<file path="src/sfd_pkg.sv">
// Package: register map, field positions and reset values of the sequencer
package sfd_pkg;

  // ----------------------------------------------------------------
  // Register byte offsets
  // ----------------------------------------------------------------
  localparam logic [7:0] SFD_A_CTRL   = 8'h00;
  localparam logic [7:0] SFD_A_VCMD   = 8'h04;
  localparam logic [7:0] SFD_A_FRAC   = 8'h08;
  localparam logic [7:0] SFD_A_TON    = 8'h0C;
  localparam logic [7:0] SFD_A_TOFF   = 8'h10;
  localparam logic [7:0] SFD_A_RETRY  = 8'h14;
  localparam logic [7:0] SFD_A_STATUS = 8'h18;
  localparam logic [7:0] SFD_A_CLEAR  = 8'h1C;

  // ----------------------------------------------------------------
  // Control register fields
  // ----------------------------------------------------------------
  localparam int SFD_C_OP_ON     = 0;
  localparam int SFD_C_SOFT_OFF  = 1;
  localparam int SFD_C_PROPAGATE = 2;
  localparam int SFD_C_RESPOND   = 3;
  localparam int SFD_C_TOFF_FLT  = 4;
  localparam int SFD_C_RETRY     = 5;
  localparam int SFD_C_IGNORE    = 6;
  localparam int SFD_CTRL_W      = 7;

  // ----------------------------------------------------------------
  // Status register fields
  // ----------------------------------------------------------------
  localparam int SFD_S_DISCHG    = 0;
  localparam int SFD_S_CHAN      = 1;
  localparam int SFD_S_LINE_IN   = 2;
  localparam int SFD_S_SUPPLY    = 8;
  localparam int SFD_S_PULL      = 9;
  localparam int SFD_S_LINE_LVL  = 10;
  localparam int SFD_S_STATE     = 12;

  // ----------------------------------------------------------------
  // Reset values and fraction format (8 fraction bits, 0x0100 = 1.0)
  // ----------------------------------------------------------------
  localparam logic [SFD_CTRL_W-1:0] SFD_CTRL_RST = 7'h0C;
  localparam logic [15:0]           SFD_VCMD_RST = 16'h0000;
  localparam logic [15:0]           SFD_FRAC_RST = 16'h0080;
  localparam logic [15:0]           SFD_DLY_RST  = 16'h0010;
  localparam logic [15:0]           SFD_FRAC_ONE = 16'h0100;
  localparam int                    SFD_FRAC_SH  = 8;

  typedef enum logic [3:0] {
    SFD_OFF, SFD_DISCHG, SFD_HELD, SFD_TON, SFD_ON, SFD_TOFF,
    SFD_RETRY_WAIT, SFD_LATCH, SFD_LATCH_OFF
  } sfd_state_t;

endpackage

</file>
<file path="src/sfd_delay_timer.sv">
// Programmable one-shot delay counter on the device clock
`timescale 1ns/1ps
module sfd_delay_timer #(
  parameter int DLY_W = 16
) (
  // Clock and reset
  input  wire logic             sys_clk_in,
  input  wire logic             rst_n_in,
  // Control
  input  wire logic             start_in,
  input  wire logic [DLY_W-1:0] count_in,
  input  wire logic             abort_in,
  // Result
  output logic                  done_out
);

  if (DLY_W < 1 || DLY_W > 16) begin : g_chk
    $error("sfd_delay_timer: DLY_W must be 1..16");
  end

  typedef struct packed {
    logic             run;
    logic [DLY_W-1:0] cnt;
    logic             done;
  } sfd_tmr_t;

  sfd_tmr_t r;
  sfd_tmr_t next_r;

  always_comb begin
    next_r = r;
    next_r.done = 1'b0;
    if (abort_in) begin
      next_r.run = 1'b0;
    end else if (start_in) begin
      next_r.run = 1'b1;
      next_r.cnt = count_in;
    end else if (r.run) begin
      if (r.cnt == '0) begin
        next_r.run  = 1'b0;
        next_r.done = 1'b1;
      end else begin
        next_r.cnt = r.cnt - 1'b1;
      end
    end
  end

  always_ff @(posedge sys_clk_in or negedge rst_n_in) begin
    if (!rst_n_in) begin
      r <= '0;
    end else begin
      r <= next_r;
    end
  end

  assign done_out = r.done;

endmodule

</file>
<file path="src/sfd_sequencer.sv">
// Channel on/off sequencer with discharge check and shared fault line
`timescale 1ns/1ps
module sfd_sequencer
  import sfd_pkg::*;
#(
  parameter int ADC_W    = 16,
  parameter int DLY_W    = 16,
  parameter int LINE_IDX = 0
) (
  // Clock and reset
  input  wire logic             sys_clk_in,
  input  wire logic             rst_n_in,
  // APB slave
  input  wire logic             psel_in,
  input  wire logic             penable_in,
  input  wire logic             pwrite_in,
  input  wire logic [7:0]       paddr_in,
  input  wire logic [31:0]      pwdata_in,
  output logic                  pready_out,
  output logic [31:0]           prdata_out,
  output logic                  pslverr_out,
  // Turn-on conditions and measurements
  input  wire logic             vin_below_off_in,
  input  wire logic             control_pin_in,
  input  wire logic [ADC_W-1:0] sensed_output_in,
  input  wire logic             channel_fault_in,
  // Shared fault line, open drain
  input  wire logic             shared_fault_line_in,
  output logic                  shared_fault_line_n_out,
  output logic                  shared_fault_line_oe_out,
  // Supply and alert
  output logic                  supply_enable_out,
  output logic                  alert_out_n
);

  if (ADC_W < 1 || ADC_W > 16 || LINE_IDX < 0 || LINE_IDX > 3) begin : g_chk
    $error("sfd_sequencer: ADC_W must be 1..16 and LINE_IDX 0..3");
  end

  // ----------------------------------------------------------------
  // State
  // ----------------------------------------------------------------
  typedef struct packed {
    sfd_state_t              st;
    logic                    sync1;
    logic                    sync2;
    logic                    sync_prev;
    logic [SFD_CTRL_W-1:0]   ctrl;
    logic [15:0]             vcmd;
    logic [15:0]             frac;
    logic [DLY_W-1:0]        ton;
    logic [DLY_W-1:0]        toff;
    logic [DLY_W-1:0]        retry;
    logic                    dis_f;
    logic                    chan_f;
    logic [3:0]              line_f;
    logic                    toff_to_held;
    logic                    sup_en;
    logic                    pull;
    logic                    alert_n;
    logic                    pready;
    logic [31:0]             prdata;
    logic                    pslverr;
  } sfd_regs_t;

  sfd_regs_t r;
  sfd_regs_t next_r;

  logic             tmr_start;
  logic             tmr_abort;
  logic [DLY_W-1:0] tmr_count;
  logic             tmr_done;

  sfd_delay_timer #(
    .DLY_W (DLY_W)
  ) u_timer (
    .sys_clk_in (sys_clk_in),
    .rst_n_in   (rst_n_in),
    .start_in   (tmr_start),
    .count_in   (tmr_count),
    .abort_in   (tmr_abort),
    .done_out   (tmr_done)
  );

  // ----------------------------------------------------------------
  // Discharge threshold
  // ----------------------------------------------------------------
  logic [31:0] thr_prod;
  logic [23:0] thr_lvl;
  logic        above_thr;
  logic        chk_en;

  assign thr_prod  = 32'(r.vcmd) * 32'(r.frac);
  assign thr_lvl   = thr_prod[SFD_FRAC_SH +: 24];
  assign chk_en    = (r.frac <= SFD_FRAC_ONE);
  assign above_thr = chk_en && (24'(sensed_output_in) > thr_lvl);

  // ----------------------------------------------------------------
  // Sequencing and register access
  // ----------------------------------------------------------------
  logic on_req;
  logic line_lvl;
  logic line_fall;
  logic line_rise;
  logic respond;
  logic acc;
  logic [31:0] rd;

  always_comb begin
    next_r    = r;
    tmr_start = 1'b0;
    tmr_abort = 1'b0;
    tmr_count = r.ton;
    rd        = 32'h0000_0000;

    next_r.sync1     = shared_fault_line_in;
    next_r.sync2     = r.sync1;
    next_r.sync_prev = r.sync2;
    line_lvl  = r.sync2;
    line_fall = r.sync_prev && !r.sync2;
    line_rise = !r.sync_prev && r.sync2;
    respond   = r.ctrl[SFD_C_RESPOND];

    on_req = r.ctrl[SFD_C_OP_ON] && control_pin_in && !vin_below_off_in;

    // clear first, so a status set in the same cycle wins
    if (psel_in && penable_in && pwrite_in && r.pready && paddr_in == SFD_A_CLEAR) begin
      next_r.dis_f  = r.dis_f && !pwdata_in[SFD_S_DISCHG];
      next_r.chan_f = r.chan_f && !pwdata_in[SFD_S_CHAN];
      next_r.line_f = r.line_f & ~pwdata_in[SFD_S_LINE_IN +: 4];
    end

    case (r.st)
      SFD_OFF: begin
        next_r.sup_en = 1'b0;
        if (on_req) begin
          if (above_thr) begin
            next_r.dis_f = 1'b1;
            next_r.pull  = r.ctrl[SFD_C_PROPAGATE];
            next_r.st    = SFD_DISCHG;
          end else if (respond && !line_lvl) begin
            next_r.line_f[LINE_IDX] = 1'b1;
            next_r.st = SFD_HELD;
          end else begin
            tmr_start = 1'b1;
            next_r.st = SFD_TON;
          end
        end
      end
      SFD_DISCHG: begin
        if (!on_req) begin
          next_r.pull = 1'b0;
          next_r.st   = SFD_OFF;
        end else if (!above_thr) begin
          next_r.pull = 1'b0;
          next_r.st   = SFD_HELD;
        end
      end
      SFD_HELD: begin
        // Starts at the synchronised rise, or at once if the line is ignored or high
        if (!on_req) begin
          next_r.st = SFD_OFF;
        end else if (line_rise || line_lvl || !respond) begin
          tmr_start = 1'b1;
          next_r.st = SFD_TON;
        end
      end
      SFD_TON: begin
        if (!on_req) begin
          tmr_abort = 1'b1;
          next_r.st = SFD_OFF;
        end else if (respond && !line_lvl) begin
          tmr_abort = 1'b1;
          next_r.line_f[LINE_IDX] = 1'b1;
          next_r.st = SFD_HELD;
        end else if (tmr_done) begin
          // start the supply after turn-on delay
          next_r.sup_en = 1'b1;
          next_r.st     = SFD_ON;
        end
      end
      SFD_ON: begin
        if (channel_fault_in && !r.ctrl[SFD_C_IGNORE]) begin
          next_r.sup_en = 1'b0;
          next_r.chan_f = 1'b1;
          next_r.pull   = r.ctrl[SFD_C_PROPAGATE];
          tmr_count     = r.retry;
          tmr_start     = r.ctrl[SFD_C_RETRY];
          next_r.st     = r.ctrl[SFD_C_RETRY] ? SFD_RETRY_WAIT : SFD_LATCH;
        end else if (respond && (line_fall || !line_lvl)) begin
          next_r.line_f[LINE_IDX] = 1'b1;
          if (r.ctrl[SFD_C_TOFF_FLT]) begin
            tmr_count           = r.toff;
            tmr_start           = 1'b1;
            next_r.toff_to_held = 1'b1;
            next_r.st           = SFD_TOFF;
          end else begin
            next_r.sup_en = 1'b0;
            next_r.st     = SFD_HELD;
          end
        end else if (!on_req) begin
          if (r.ctrl[SFD_C_SOFT_OFF]) begin
            tmr_count           = r.toff;
            tmr_start           = 1'b1;
            next_r.toff_to_held = 1'b0;
            next_r.st           = SFD_TOFF;
          end else begin
            next_r.sup_en = 1'b0;
            next_r.st     = SFD_OFF;
          end
        end
      end
      SFD_TOFF: begin
        if (tmr_done) begin
          next_r.sup_en = 1'b0;
          next_r.st     = r.toff_to_held ? SFD_HELD : SFD_OFF;
        end
      end
      SFD_RETRY_WAIT: begin
        if (tmr_done) begin
          if (channel_fault_in) begin
            tmr_count = r.retry;
            tmr_start = 1'b1;
          end else begin
            next_r.pull = 1'b0;
            next_r.st   = SFD_HELD;
          end
        end
      end
      SFD_LATCH: begin
        if (!on_req) begin
          next_r.st = SFD_LATCH_OFF;
        end
      end
      SFD_LATCH_OFF: begin
        if (on_req) begin
          next_r.pull = 1'b0;
          next_r.st   = SFD_HELD;
        end
      end
      default: begin
        next_r.st = SFD_OFF;
      end
    endcase

    // ----------------------------------------------------------------
    // APB, one wait state
    // ----------------------------------------------------------------
    acc = psel_in && penable_in && !r.pready;
    next_r.pready  = acc;
    next_r.pslverr = 1'b0;
    if (acc) begin
      if (paddr_in == SFD_A_CTRL) begin
        rd = 32'(r.ctrl);
      end else if (paddr_in == SFD_A_VCMD) begin
        rd = 32'(r.vcmd);
      end else if (paddr_in == SFD_A_FRAC) begin
        rd = 32'(r.frac);
      end else if (paddr_in == SFD_A_TON) begin
        rd = 32'(r.ton);
      end else if (paddr_in == SFD_A_TOFF) begin
        rd = 32'(r.toff);
      end else if (paddr_in == SFD_A_RETRY) begin
        rd = 32'(r.retry);
      end else if (paddr_in == SFD_A_STATUS) begin
        rd[SFD_S_DISCHG]          = r.dis_f;
        rd[SFD_S_CHAN]            = r.chan_f;
        rd[SFD_S_LINE_IN +: 4]    = r.line_f;
        rd[SFD_S_SUPPLY]          = r.sup_en;
        rd[SFD_S_PULL]            = r.pull;
        rd[SFD_S_LINE_LVL]        = line_lvl;
        rd[SFD_S_STATE +: 4]      = r.st;
      end else if (paddr_in == SFD_A_CLEAR) begin
        rd = 32'h0000_0000;
      end else begin
        next_r.pslverr = 1'b1;
      end
      next_r.prdata = rd;
    end
    if (psel_in && penable_in && pwrite_in && r.pready) begin
      if (paddr_in == SFD_A_CTRL) begin
        next_r.ctrl = pwdata_in[SFD_CTRL_W-1:0];
      end else if (paddr_in == SFD_A_VCMD) begin
        next_r.vcmd = pwdata_in[15:0];
      end else if (paddr_in == SFD_A_FRAC) begin
        next_r.frac = pwdata_in[15:0];
      end else if (paddr_in == SFD_A_TON) begin
        next_r.ton = pwdata_in[DLY_W-1:0];
      end else if (paddr_in == SFD_A_TOFF) begin
        next_r.toff = pwdata_in[DLY_W-1:0];
      end else if (paddr_in == SFD_A_RETRY) begin
        next_r.retry = pwdata_in[DLY_W-1:0];
      end
    end

    next_r.alert_n = !(next_r.dis_f || next_r.chan_f || (|next_r.line_f));
  end

  always_ff @(posedge sys_clk_in or negedge rst_n_in) begin
    if (!rst_n_in) begin
      r         <= '0;
      r.st      <= SFD_OFF;
      r.sync1   <= 1'b1;
      r.sync2   <= 1'b1;
      r.sync_prev <= 1'b1;
      r.ctrl    <= SFD_CTRL_RST;
      r.vcmd    <= SFD_VCMD_RST;
      r.frac    <= SFD_FRAC_RST;
      r.ton     <= DLY_W'(SFD_DLY_RST);
      r.toff    <= DLY_W'(SFD_DLY_RST);
      r.retry   <= DLY_W'(SFD_DLY_RST);
      r.alert_n <= 1'b1;
    end else begin
      r <= next_r;
    end
  end

  // ----------------------------------------------------------------
  // Outputs
  // ----------------------------------------------------------------
  assign pready_out  = r.pready;
  assign prdata_out  = r.prdata;
  assign pslverr_out = r.pslverr;
  assign shared_fault_line_n_out  = 1'b0;
  assign shared_fault_line_oe_out = r.pull;
  assign supply_enable_out        = r.sup_en;
  assign alert_out_n              = r.alert_n;

endmodule
</file>
<file path="config.mk">
export PLATFORM = sky130hd
export DESIGN_NAME = sfd_sequencer
export DESIGN_NICKNAME = d
export VERILOG_FILES = /design/src/sfd_pkg.sv /design/src/sfd_delay_timer.sv /design/src/sfd_sequencer.sv
export SDC_FILE = /design/constraint.sdc
export NUM_CORES = 1
export LEC_CHECK = 0
export BUFFER_PORTS_ARGS = -buffer_cell sky130_fd_sc_hd__buf_2
export CORE_ASPECT_RATIO = 1.1
export CORE_MARGIN = 5
export CORE_UTILIZATION = 55
export DETAILED_ROUTE_END_ITERATION = 12
export GPL_TIMING_DRIVEN = 0
export HOLD_SLACK_MARGIN = 0.15
export PLACE_DENSITY = 0.73
export SYNTH_ARGS = -nofsm -noshare
export SYNTH_HDL_FRONTEND = slang
export SYNTH_SLANG_ARGS = --single-unit
</file>
<file path="constraint.sdc">
create_clock -name sys_clk_in -period 9.35 [get_ports sys_clk_in]
set_input_delay 1.4025 -clock sys_clk_in [delete_from_list [all_inputs] [get_ports sys_clk_in]]
set_output_delay 1.4025 -clock sys_clk_in [all_outputs]
set_load 0.02 [all_outputs]
</file>
After elaboration in Yosys (flattened, before gate mapping):

Cells that the tools add are included.

* add/subtract/negate cells: 1
* $mul: 1
* magnitude comparators: 2
* equal/unequal tests: 35
* muxes and demuxes: 107
* bitwise gates (word level): 9
* reductions and logical operators: 48

Operators by type and width (number)
* 16-bit 2-to-1 mux: 14
* 4-bit 2-to-1 mux: 18
* 1-bit 2-to-1 mux: 58
* 4-bit case mux with 9 select lines: 1
* 8-bit by 5-bit equality test with 1-bit output (second input constant): 4
* 16-bit by 16-bit multiplier with 32-bit output: 1
* 16-bit case mux with 2 select lines: 1
* 16-bit by 24-bit greater-than comparator with 1-bit output: 1
* 2-bit inequality test (second input constant): 10
* 18-bit 2-to-1 mux: 1
* 17-bit 2-to-1 mux: 1
* 4-bit by 3-bit equality test with 1-bit output (second input constant): 4
* 8-bit by 4-bit equality test with 1-bit output (second input constant): 2
* 16-bit by 9-bit <= comparator with 1-bit output (second input constant): 1
* 16-bit logical NOT: 1
* 8-bit AND reduction: 2
* 16-bit by 1-bit subtractor with 16-bit output (second input constant): 1
* 1-bit logical AND: 15
* 6-bit 2-to-1 mux: 2
* 4-bit inequality test (second input constant): 3
* 10-bit AND reduction: 1
* 5-bit AND reduction: 2
* 1-bit logical NOT: 9
* 3-bit 2-to-1 mux: 3
* 26 further kinds: 47

* register bits after elaboration: 140
* input bits: 65
* output and inout port bits: 38
* logic and storage cells: 226

Depth between registers and ports, before layout:

Gate-level depths: netlist of the first run.

* depth after elaboration: 12
* mapped depth: 37
* mapped depth without buffers: 33

Modules after synthesis:

A second synthesis of the first run with hierarchy kept.

* cell total of the unflattened synthesis: 1814
* area, all modules: 16503.3 µm²

Modules (own cells, without submodules)
* sfd_sequencer: times used 1, cells each 1682, area an instance 15338.5 µm², seq. area each 3039.2 µm²
* sfd_delay_timer: times used 1, cells each 132, area an instance 1164.9 µm², seq. area each 450.4 µm²

Worst setup path after synthesis of the first run:

Ideal clock, no wire load.

* path kind: flip-flop to flip-flop
* start: register r[99] (netlist bit)
* end: register r[134] (netlist bit)
* setup time: 0.127 ns
* arrival time: 7.584 ns
* data required time: 9.223 ns
* setup slack: 1.638 ns
* stages on the path, launching flop included: 34
* path buffers: 2
* period minus slack after synthesis: 7.712 ns
* cell sequence: dfstp_2 > clkbuf_1 > clkbuf_1 > nand2_1 > fa_1 > inv_1 > fa_1 > inv_1 > fa_1 > inv_1 > fa_1 > fa_1 > inv_1 > fa_1 > inv_1 > ha_1 > and4_1 > nand2_1 > a2bb2oi_1 > o31ai_4 > nor2_1 > xor2_1 > ha_1 > nand4_1 > nor2_1 > a22o_1 > a2111oi_0 > a211oi_1 > and4b_1 > nand4_1 > nor3b_2 > a31oi_1 > and2_4 > mux2_1

* cells in the longest elaborated chain, start to end: 6
* elaborated cells between the ends (all ways): 9
* classes of those cells: mul (1); order compare (2); eq/ne (1); mux (3); reduce/logical (2)

RTL lines
* start, declared: RTL line sfd_sequencer.sv:66 `sfd_regs_t r;`
* start signal, assigned: RTL line sfd_sequencer.sv:314 `r <= next_r;`
* 16-bit by 16-bit multiplier with 32-bit output: RTL line sfd_sequencer.sv:93 `assign thr_prod = 32'(r.vcmd) * 32'(r.frac);`
* 16-bit by 24-bit greater-than comparator with 1-bit output: RTL line sfd_sequencer.sv:96 `assign above_thr = chk_en && (24'(sensed_output_in) > thr_lvl);`
* 1-bit logical AND *: RTL line sfd_sequencer.sv:96
* 4-bit 2-to-1 mux: RTL line sfd_sequencer.sv:137 `if (above_thr) begin`
* 4-bit 2-to-1 mux: RTL line sfd_sequencer.sv:136 `if (on_req) begin`
* 4-bit case mux with 9 select lines: RTL line sfd_sequencer.sv:133 `case (r.st)`

Every way passes the cells marked *; elsewhere a longest branch is shown, timed or not. The select of a mux whose other input is x is not followed.
A chain may end at the register's enable or synchronous reset.

Worst setup path in the final report of the first run:

* start: register r[119] (netlist bit)
* end: register u_timer.r[9] (netlist bit)

* cells in the longest elaborated chain, start to end: 8
* elaborated cells between the ends (all ways): 10
* classes of those cells: mul (1); order compare (1); eq/ne (1); mux (4); reduce/logical (3)

RTL lines
* 16-bit by 16-bit multiplier with 32-bit output *: RTL line sfd_sequencer.sv:93
* 16-bit by 24-bit greater-than comparator with 1-bit output *: RTL line sfd_sequencer.sv:96
* 1-bit logical AND *: RTL line sfd_sequencer.sv:96
* 1-bit 2-to-1 mux *: RTL line sfd_sequencer.sv:137
* 1-bit 2-to-1 mux *: RTL line sfd_sequencer.sv:136
* 1-bit case mux with 4 select lines *: RTL line sfd_sequencer.sv:133
* 2-bit inequality test (no source line) / 2-bit nonzero test (equally long branches)
* 3-bit AND reduction (no source line)
* end signal, assigned: RTL line sfd_delay_timer.sv:52 `r <= next_r;`
* end, declared: RTL line sfd_delay_timer.sv:27 `sfd_tmr_t r;`

Every way passes the cells marked *; elsewhere a longest branch is shown, timed or not.

==> summary.md, run 1 <==
| Metric | Value |
|---|---|
| Status | `finished, final reports clean` |
| WP data arrival | `9.18 ns` |
| Final total power | `1.56 mW` |
| Final Core Density | `0.607` |
| Antenna-violating nets left | `0` |
| Critical path class | `reg -> reg` |
| Iteration-0 DRC Markers | `1,506` |
| Ys flop type | `dfrtp_1` |
| Final setup fails | `0` |
| Initial core utilization | `0.554` |
| Vert. Die Dim | `191 um` |
| Post-Route Skew | `0.00666 ns` |
| VDD IR max | `0.139 mV` |
| Pwr dens | `87.1 nW/um2` |
| Startpoint type of the worst setup path | `register` |
| Post-DP Area | `17,200 um2` |
| Synth warn | `0` |
| Crit-path max FO | `10` |
| Die Span X | `174 um` |
| Buf/Inv on CP | `8` |
| LEAKAGE | `9.00 nW` |
| Sw Ratio | `0.267` |
| Slowest Stage Delay on Critical Path | `0.56 ns` |
| Slew Limit Headroom | `0.227` |
| Final min period | `8.87 ns` |
| Seq/Total Area, Yosys | `0.214` |
| FMAX | `0.113 GHz` |
| Cell internal pwr | `1.14 mW` |
| Sink Count | `139` |
| Vias in the first global route | `14,100` |
| Crit path max-delay cell type | `fa_1` |
| Nets@finish | `2,232` |
| Filler instances | `2,565` |
| HPWL reported at the end of detailed placement | `37.2 mm` |
| Port Buffers | `68` |
| TritonCTS clock tree | `built` |
| Final instance area | `17,900 um2` |
| Grt ovf | `0` |
| Worst EP required | `9.66 ns` |
| GP Congestion | `0.944` |
| First-pass GRT wire length | `75.3 mm` |
| Total negative slack | `0 ns` |
| Reg2reg setup slack | `0.48 ns` |
| Post-synth EDFFs | `0` |
| Routed len/inst | `21.1 um` |
| Worst Max-Slew Pin Slew | `1.15 ns` |
| Max cap viols | `0` |
| GRT Overall Usage | `0.286` |
| Most Frequent Cell on Critical Path | `fa_1` |
| Async S/R FF share, synth | `1.00` |
| Hold Fails Final Rpt | `0` |
| HP Class | `reg -> reg` |
| Largest net degree at the start of global routing | `78` |
| Die area | `33,300 um2` |
| Flops & latches, synth | `139` |
| Inst Count DP | `2,223` |
| Clk pwr share | `0.474` |
| # rows | `66` |
| Finished Layout Cells | `2,245` |
| Pre-antenna DRT Iters | `11` |
| Synth cell types | `89` |
| Clk root buf | `clkbuf_16` |
| Vias | `13,600` |
| Capturing element type of the critical path | `register` |
| Core area | `29,500 um2` |
| Synth Instances | `1,764` |
| Max clock buf depth | `2` |
| Initial antenna violation count | `1` |
| Num CTS Buffers | `17` |
| Cts hold-fix bufs | `0` |
| Via density | `6.04` |
| Fraction of layout instances using a drive strength above 1 | `0.162` |
| Clock transition at the registers of the reported paths | `0.06 ns` |
| Cell family with most CP delay | `adder cells` |
| DRC viols | `0` |
| Clk_lat worst skew | `0.42 ns` |
| Area growth, synth to finish | `9.52%` |
| Post CTS Setup Buffer Count | `0` |
| Pins over their slew limit | `0` |
| Syn_area_per_cell | `9.27 um2` |
| IO Pins | `103` |
| Mapped cell area | `16,300 um2` |
| Combinational share of power | `0.121` |
| Detailed Route WL | `47.4 mm` |
| Seq pwr share | `0.405` |
| CTS HTree Levels | `4` |
| Psw | `416 uW` |
| Final period util | `0.949` |
layout make-up:
type	instances	area (um2)	share of cell area
Buffer	120	632	0.0353
Timing Repair Buffer	69	374	0.0209
Antenna cell	2	5.00	0.000280
Clock inverter	14	204	0.0114
Multi-Input combinational cell	1263	11400	0.634
Inverter	246	928	0.0519
Tap cell	374	468	0.0261
Clock buffer	18	439	0.0245
Sequential cell	139	3500	0.195
power by group through the flow:
stage | Clock, mW | Combinational [mW] | Sequential [mW]
3_3_place_gp | 0 | 0.181 | 0.640
4_1_cts | 0.743 | 0.186 | 0.630
2_1_floorplan | 0 | 0.118 | 0.636
3_5_place_dp | 0 | 0.184 | 0.640
5_1_grt | 0.772 | 0.204 | 0.632
6_report | 0.739 | 0.188 | 0.631
cells in the final DEF, fill, tap and decap left out, drive strengths merged, types with 7 or more instances in the layout:
cell type  count
inv          251
nand2        217
fa           193
dfrtp        130
and2         119
ha           118
buf          117
mux2          91
clkbuf        90
nor2          70
a21oi         68
o21ai         57
a222oi        35
nor3          22
nand3         20
nand4         18
a31oi         17
conb          17
xnor2         13
nor4          13
xor2          12
a21o          12
a21boi        11
dfstp          9
and3           7
mux2i          7
a22o           7
nand2b         7
o211ai         7
what timing repair did:
item | in CTS | in global routing
hold endpoints to repair | 0 | 0
gates resized for setup | 0 | 53
setup endpoints to repair | 0 | 26
kinds of logic (layout without fill, tap and decap cells):
group / after synthesis / count (layout) / share of synthesized area
and+or+nand+nor: 535 / 535 / 0.163
buffers and inverters: 378 / 467 / 0.0965
adders and majority gates: 311 / 311 / 0.327
AOI/OAI and AO/OA: 277 / 277 / 0.119
DFF: 139 / 139 / 0.214
muxes: 98 / 98 / 0.0670
xor gates and xnor gates: 25 / 25 / 0.0134
other: 1 / 19 / 0.000229
synthesized netlist by cell type (35+ instances only):
library cell / instances / area (um2)
o21ai_0: 47 / 235
and2_1: 118 / 738
clkbuf_1: 79 / 297
dfrtp_1: 130 / 3250
a21oi_1: 66 / 330
nand2_1: 216 / 811
fa_1: 193 / 3860
a222oi_1: 35 / 350
mux2_2: 88 / 991
inv_1: 243 / 912
nor2_1: 70 / 263
ha_1: 118 / 1480
final timing paths:
check                       startpoint           end  cells past startpoint
setup / recovery                r[119]  u_timer.r[9]                     32
hold / removal             next_r[132]      line_lvl                      0
setup reg to reg                r[119]  u_timer.r[9]                     32
hold reg to reg            next_r[132]      line_lvl                      0
max in group asynchronous     rst_n_in   alert_out_n                      2
min in group asynchronous     rst_n_in         r[70]                      1
state kept, by name, indices dropped and copies added (netlist names):
| register | count |
|---|---|
| r | 98 |
| pslverr_out | 1 |
| line_lvl | 1 |
| alert_out_n | 1 |
| pready_out | 1 |
| u_timer.r | 17 |
| prdata_out | 16 |
| supply_enable_out | 1 |
| shared_fault_line_oe_out | 1 |
| u_timer.done_out | 1 |
| next_r | 1 |
metal layers:
layer	track usage	part of all wire	up-vias	routed length (um)
met1	0.351	0.37	6665	17500
met2	0.493	0.50	738	23500
met3	0.0436	0.081	139	3850
met5	0	0	-	0
li1	-	-	6022	-
met4	0.145	0.053	0	2520
stage by stage:
stage          worst slack, ns  hold WS, ns
2_1_floorplan             1.64        0.345
3_3_place_gp             0.146        0.346
3_5_place_dp            0.0344        0.350
4_1_cts                0.00673        0.359
5_1_grt                -0.0417        0.360
6_report                 0.478        0.357
worst reg2reg max path: cells and delay by family, from the launching register on:
kind / cells / cell delay, ns
adder cells (fa/ha/maj): 8 / 3.75
AND/OR/NAND/NOR: 7 / 1.34
flip-flops: 1 / 0.55
buffers and inverters: 8 / 1.06
AO/OA/AOI/OAI: 8 / 1.85
XOR/XNOR: 1 / 0.18
(Power assumes the default switching activity.)
==> inputs of run 2 (changes only) <==
- SYNTH_HIERARCHICAL: not set -> 1
==> run 2 against run 1 <==
Effect of this change:
- cell count up 2.1%
- critical path depth up 4
- wire length barely moved
- first-iteration DRC count shrank 8.0%
- power is 4.0% higher
- die area grew 0.92%
- worst hold slack better by 0.0080 ns
- area after synthesis up 0.97%
- maximum frequency decreased by 3.2%
- non-clock buffer count rose by 4
==> summary.md, run 2 <==
| Metric | Value |
|---|---|
| Synth Area in Compound Gates | `0.128` |
| First-pass GRT wire length | `75.5 mm` |
| HPWL reported at the end of detailed placement | `37.2 mm` |
| Max cap viols | `0` |
| Crit path max-delay cell type | `fa_1` |
| Crit-path max FO | `10` |
| Critical path class | `reg -> reg` |
| Synth warn | `6` |
| Slowest Stage Delay on Critical Path | `0.59 ns` |
| Vert. Die Dim | `192 um` |
| Detailed Route WL | `47.3 mm` |
| Final period util | `0.980` |
| LEAKAGE | `9.17 nW` |
| Initial core utilization | `0.558` |
| Max clock buf depth | `2` |
| Pwr dens | `88.7 nW/um2` |
| Capturing element type of the critical path | `register` |
| Vias in the first global route | `14,300` |
| Post-Route Skew | `0.00927 ns` |
| Synth cell types | `84` |
| Post-synth top area cell | `fa_1` |
| Post-DP Area | `17,400 um2` |
| HP Class | `reg -> reg` |
| Largest net degree at the start of global routing | `94` |
| DRC viols | `0` |
| Area growth, synth to finish | `10.8%` |
| Num CTS Buffers | `17` |
| # rows | `66` |
| Commonest non-fill, non-tap cell in the layout | `inv_1` |
| GRT Overall Usage | `0.285` |
| FMAX | `0.109 GHz` |
| Worst EP required | `9.66 ns` |
| Core area | `29,600 um2` |
| Reg2reg setup slack | `0.19 ns` |
| Hold_ws | `0.365 ns` |
| CTS HTree Levels | `4` |
| VDD IR max | `0.147 mV` |
| Async S/R FF share, synth | `1.00` |
| Most flop-heavy register | `r` |
| Final min period | `9.16 ns` |
| Clk_lat worst skew | `0.43 ns` |
| Area of the multi-input gates | `11,600 um2` |
| Final Core Density | `0.618` |
| Commonest cells after routing, fill and taps aside | `inv_1, nand2_1, fa_1` |
| Final instance area | `18,300 um2` |
| Port Buffers | `69` |
| Final worst slack | `0.190 ns` |
| Filler instances | `2,524` |
| Final total power | `1.62 mW` |
| Startpoint type of the worst setup path | `register` |
| Pins over their slew limit | `0` |
| Post-synth top area share | `0.234` |
| Storage element area | `3520 um2` |
| Most frequent cells after synthesis | `inv_1, nand2_1, fa_1, dfrtp_1, and2_1` |
| Most Frequent Cell on Critical Path | `fa_1` |
| Nets@finish | `2,282` |
| Via density | `6.05` |
| WP data arrival | `9.47 ns` |
| Post-synth EDFFs | `0` |
| Finished Layout Cells | `2,293` |
| XOR/XNOR Fraction of Synth Area | `0.0101` |
| IO Pins | `103` |
| TritonCTS clock tree | `built` |
| Routed len/inst | `20.6 um` |
| Iteration-0 DRC Markers | `1,385` |
| Die area | `33,600 um2` |
| Fraction of layout instances using a drive strength above 1 | `0.181` |
| Clock transition at the registers of the reported paths | `0.06 ns` |
| Worst Max-Slew Pin Slew | `1.39 ns` |
| Pre-antenna DRT Iters | `6` |
| Pre-CTS setup slack | `-1.88 ns` |
| Slew Limit Headroom | `0.0634` |
| Vias | `13,900` |
| Flops & latches, synth | `139` |
| Antenna-violating nets left | `0` |
| Initial antenna violation count | `1` |
| Clk root buf | `clkbuf_16` |
| Status | `finished, final reports clean` |
| Syn_area_per_cell | `9.10 um2` |
| Combinational family with the most area after synthesis | `adder cells` |
| Seq/Total Area, Yosys | `0.211` |
| Largest cells by area after synthesis | `fa_1, dfrtp_1, ha_1, mux2_2, inv_1` |
| Die Span X | `175 um` |
| Ys flop type | `dfrtp_1` |
| Most common cell in the netlist | `inv_1` |
| Final setup fails | `0` |
| Grt ovf | `0` |
| Synth Instances | `1,814` |
| Hold Fails Final Rpt | `0` |
| Max reg flops | `98` |
| Post-synthesis mux area share | `0.0651` |
| Sink Count | `139` |
| Antenna cells | `0` |
| Post-Synth Adder-Cell Area | `0.324` |
| Post-Synth Simple-Gate Area | `0.161` |
| Mapped cell area | `16,500 um2` |
| Total negative slack | `0 ns` |
| GP Congestion | `0.946` |
| Inst Count DP | `2,274` |
-- run 2: metal layers --
layer	vias up	global-route usage	wire [um]
li1	6175	-	-
met1	6884	0.343	17700
met2	664	0.486	23200
met3	158	0.0439	3360
met4	0	0.173	3120
met5	-	0	0
-- run 2: logic make-up (layout without fill, tap and decap cells) --
group / Yosys count / in the layout
AOI/OAI and AO/OA: 303 / 303
xor gates and xnor gates: 19 / 19
adders and majority gates: 311 / 311
buffers and inverters: 402 / 491
DFF: 139 / 139
muxes: 96 / 96
other: 1 / 17
and+or+nand+nor: 543 / 543
-- run 2: timing repair --
action,4_1_cts,5_1_grt
hold buffers,0,0
pin swaps,1,2
resized for setup,42,71
buffers inserted,1,6
setup endpoints to repair,24,22
-- run 2: layout make-up --
class / count / share of cell area
multi-input cells: 1289 / 0.633
flip-flops and latches: 139 / 0.192
inverters: 266 / 0.0546
plain buffers: 116 / 0.0357
well taps: 374 / 0.0256
clock buffers: 20 / 0.0239
repair buffers: 77 / 0.0236
clock inverters: 12 / 0.0115
-- run 2: path summary, 6_finish.rpt --
kind | to | depth (start not counted) | startpoint
hold / removal | line_lvl | 0 | next_r[132]
hold reg to reg | line_lvl | 0 | next_r[132]
max in group asynchronous | r[126] | 2 | rst_n_in
setup reg to reg | u_timer/r[5] | 36 | r[100]
setup / recovery | u_timer/r[5] | 36 | r[100]
min in group asynchronous | u_timer/r[8] | 1 | rst_n_in
-- run 2: where the power goes --
part           leakage (nW)  internal [mW]  switching [mW]
combinational          7.03         0.0804           0.150
clock                 0.311          0.478           0.277
sequential             1.82          0.619          0.0160
total                  9.17           1.18           0.443
-- run 2: critical path: cells and delay by family, from the launching register on --
family                     cells  cell delay (ns)
AOI/OAI and AO/OA             10             2.13
xor gates and xnor gates       1             0.16
adders and majority gates      8             3.70
buffers and inverters          7             1.26
DFF                            1             0.55
and+or+nand+nor               10             1.20
==> inputs of run 3 (changes only) <==
- ABC_AREA: not set -> 1
==> run 3 against run 2 <==
Effect of this change:
- synthesized cell count grew 31%
- sequential cell count is the same
- critical path depth grew 6
- global-route usage grew 1.9 points
- sequential share of layout area down 0.87 points
- critical endpoint is now u_timer/done_out
- highest routed layer unchanged
==> summary.md, run 3 <==
| Metric | Value |
|---|---|
| Status | `finished, final reports clean` |
| Area growth, synth to finish | `9.32%` |
| Mapped cell area | `17,400 um2` |
| Clk root buf | `clkbuf_16` |
| Met1 Usage GRT | `0.424` |
| RSZ-0062 raised after global routing | `false` |
| Worst Max-Slew Pin Slew | `0.925 ns` |
| Capturing element type of the critical path | `register` |
| Slowest Stage Delay on Critical Path | `0.73 ns` |
| TritonCTS clock tree | `built` |
| Post-synth top area cell | `fa_1` |
| Routed len/inst | `18.4 um` |
| Final min period | `8.73 ns` |
| Reg2Reg Launch Point | `r[99]` |
| Total negative slack | `0 ns` |
| Pre-antenna DRT Iters | `6` |
| CTS HTree Levels | `4` |
| Final period util | `0.933` |
| Pre-CTS setup slack | `-0.184 ns` |
| Antenna-violating nets left | `0` |
| HPWL reported at the end of detailed placement | `42.7 mm` |
| Post-synth top area share | `0.222` |
| Most flop-heavy register | `r` |
| Grt ovf | `0` |
| Vias in the first global route | `16,000` |
| Async S/R FF share, synth | `1.00` |
| Crit path capture | `u_timer/done_out` |
| Initial antenna violation count | `1` |
| Fraction of layout instances using a drive strength above 1 | `0.111` |
| Seq/Total Area, Yosys | `0.200` |
| Final total power | `1.94 mW` |
| Most frequent cells after synthesis | `nand2_1, inv_1, fa_1, o21ai_0, dfrtp_1` |
| Die area | `35,300 um2` |
| Cts hold-fix bufs | `0` |
| Synth warn | `6` |
| Synth cell types | `57` |
| WP data arrival | `9.03 ns` |
| Final setup fails | `0` |
| Port Buffers | `69` |
| Pins over their slew limit | `0` |
| Crit-path max FO | `10` |
| Detailed Route WL | `53.6 mm` |
| Ys flop type | `dfrtp_1` |
| VDD IR max | `0.144 mV` |
| Post-Route Skew | `0.0115 ns` |
| Synth Instances | `2,385` |
| Nets@finish | `2,850` |
| Met3 usage | `0.0663` |
| Iteration-0 DRC Markers | `1,583` |
| Largest cells by area after synthesis | `fa_1, dfrtp_1, nand2_1, inv_1, ha_1` |
| Final instance area | `19,100 um2` |
| Commonest cells after routing, fill and taps aside | `nand2_1, inv_1, fa_1` |
| Commonest non-fill, non-tap cell in the layout | `nand2_1` |
| Critical path class | `reg -> reg` |
| LEAKAGE | `10.8 nW` |
| # rows | `68` |
| Clk_lat worst skew | `0.43 ns` |
| Max cap viols | `0` |
| Worst EP required | `9.65 ns` |
| Reg2reg setup slack | `0.62 ns` |
| Slew Limit Headroom | `0.381` |
| Via density | `5.45` |
| Vias | `15,900` |
| GR peak layer | `met2` |
| Post-synth EDFFs | `0` |
| Die Span X | `180 um` |
| Most Frequent Cell on Critical Path | `nand2_1` |
| Syn_area_per_cell | `7.31 um2` |
| Num CTS Buffers | `17` |
| Max reg flops | `98` |
| FMAX | `0.115 GHz` |
| Flops & latches, synth | `139` |
| Critical Path Start | `r[99]` |
| Largest net degree at the start of global routing | `88` |
| Max clock buf depth | `2` |
| Crit path max-delay cell type | `dfstp_2` |
| Startpoint type of the worst setup path | `register` |
| Worst R2R Path Depth | `42` |
| Initial core utilization | `0.557` |
| Post-DP Area | `18,400 um2` |
| Most common cell in the netlist | `nand2_1` |
| GRT Overall Usage | `0.305` |
| Pwr dens | `102 nW/um2` |
| Worst reg2reg path endpoint | `u_timer/done_out` |
| Clock transition at the registers of the reported paths | `0.06 ns` |
| DRC viols | `0` |
| Core area | `31,300 um2` |
| GP Congestion | `1.00` |
| Vert. Die Dim | `197 um` |
| Hold Fails Final Rpt | `0` |
| IO Pins | `103` |
| Final worst slack | `0.624 ns` |
| First-pass GRT wire length | `85.2 mm` |
| HP Class | `reg -> reg` |
| Filler instances | `2,931` |
| Sink Count | `139` |
| Met2 Usage GRT | `0.476` |
run 3: cell types whose count changed after synthesis, moves of 20 or more:
| cell | previous run | this run |
|---|---|---|
| nand2_1 | 229 | 668 |
| o21ai_0 | 30 | 156 |
| and2_1 | 120 | 0 |
| nand3_1 | 18 | 48 |
| a222oi_1 | 24 | 0 |
| inv_1 | 265 | 532 |
| nand2_2 | 1 | 28 |
| mux2_2 | 89 | 0 |
| nor2_1 | 67 | 110 |
| a21oi_1 | 79 | 59 |
run 3: through the flow:
stage	std cells	util	hold slack (ns)
2_1_floorplan	2401	-	0.345
3_3_place_gp	2890	0.586	0.346
3_5_place_dp	2891	0.587	0.349
4_1_cts	2918	0.608	0.358
5_1_grt	2907	0.608	0.361
6_report	2908	0.608	0.358
run 3: worst min-delay path by stage:
stage / from / cells after the start / end
floorplan: next_r[132] / 0 / line_lvl
global placement: next_r[132] / 0 / line_lvl
detailed placement: next_r[132] / 0 / line_lvl
CTS: next_r[132] / 0 / line_lvl
global route: next_r[132] / 0 / line_lvl
finish: next_r[132] / 0 / line_lvl
run 3: final cells by class:
cell class	count	area, um2	share of cell area
Sequential cell	139	3500	0.184
Inverter	552	2070	0.109
Tap cell	420	526	0.0276
Antenna cell	1	2.50	0.000131
Timing Repair Buffer	70	379	0.0199
Clock inverter	12	219	0.0115
Buffer	112	636	0.0334
Clock buffer	20	447	0.0234
Multi-Input combinational cell	1582	11300	0.592
run 3: critical path: cells and delay by family (launching register included):
family | cells | cell delay, ns
adder cells (fa/ha/maj) | 8 | 3.78
AND/OR/NAND/NOR | 20 | 2.41
buffers and inverters | 10 | 1.13
flip-flops | 1 | 0.73
AO/OA/AOI/OAI | 3 | 0.45
XOR/XNOR | 1 | 0.09
run 3: metal layers:
layer | vias up | wire, um
li1 | 7332 | -
met1 | 7645 | 22300
met2 | 751 | 23900
met3 | 134 | 5280
met4 | 0 | 2110
met5 | - | 0
run 3: kinds of logic (layout without fill, tap and decap cells):
family                   count (synthesis)  count (layout)  share of synthesized area
AO/OA/AOI/OAI                          304             304                      0.102
XOR/XNOR                                19              19                    0.00955
adder cells (fa/ha/maj)                311             311                      0.306
buffers and inverters                  680             766                      0.157
flip-flops                             139             139                      0.200
multiplexers                             1               1                   0.000574
other                                    1              18                   0.000215
AND/OR/NAND/NOR                        930             930                      0.224
run 3: timing repair:
item / CTS / global route
setup buffers: 0 / 0
gates resized for setup: 4 / 44
setup endpoints to repair: 1 / 18
pin swaps: 0 / 0
run 3: power breakdown:
| part | switching [mW] | internal [mW] | total [mW] |
|---|---|---|---|
| logic | 0.327 | 0.151 | 0.478 |
| clock network | 0.266 | 0.506 | 0.772 |
| registers | 0.0443 | 0.645 | 0.689 |
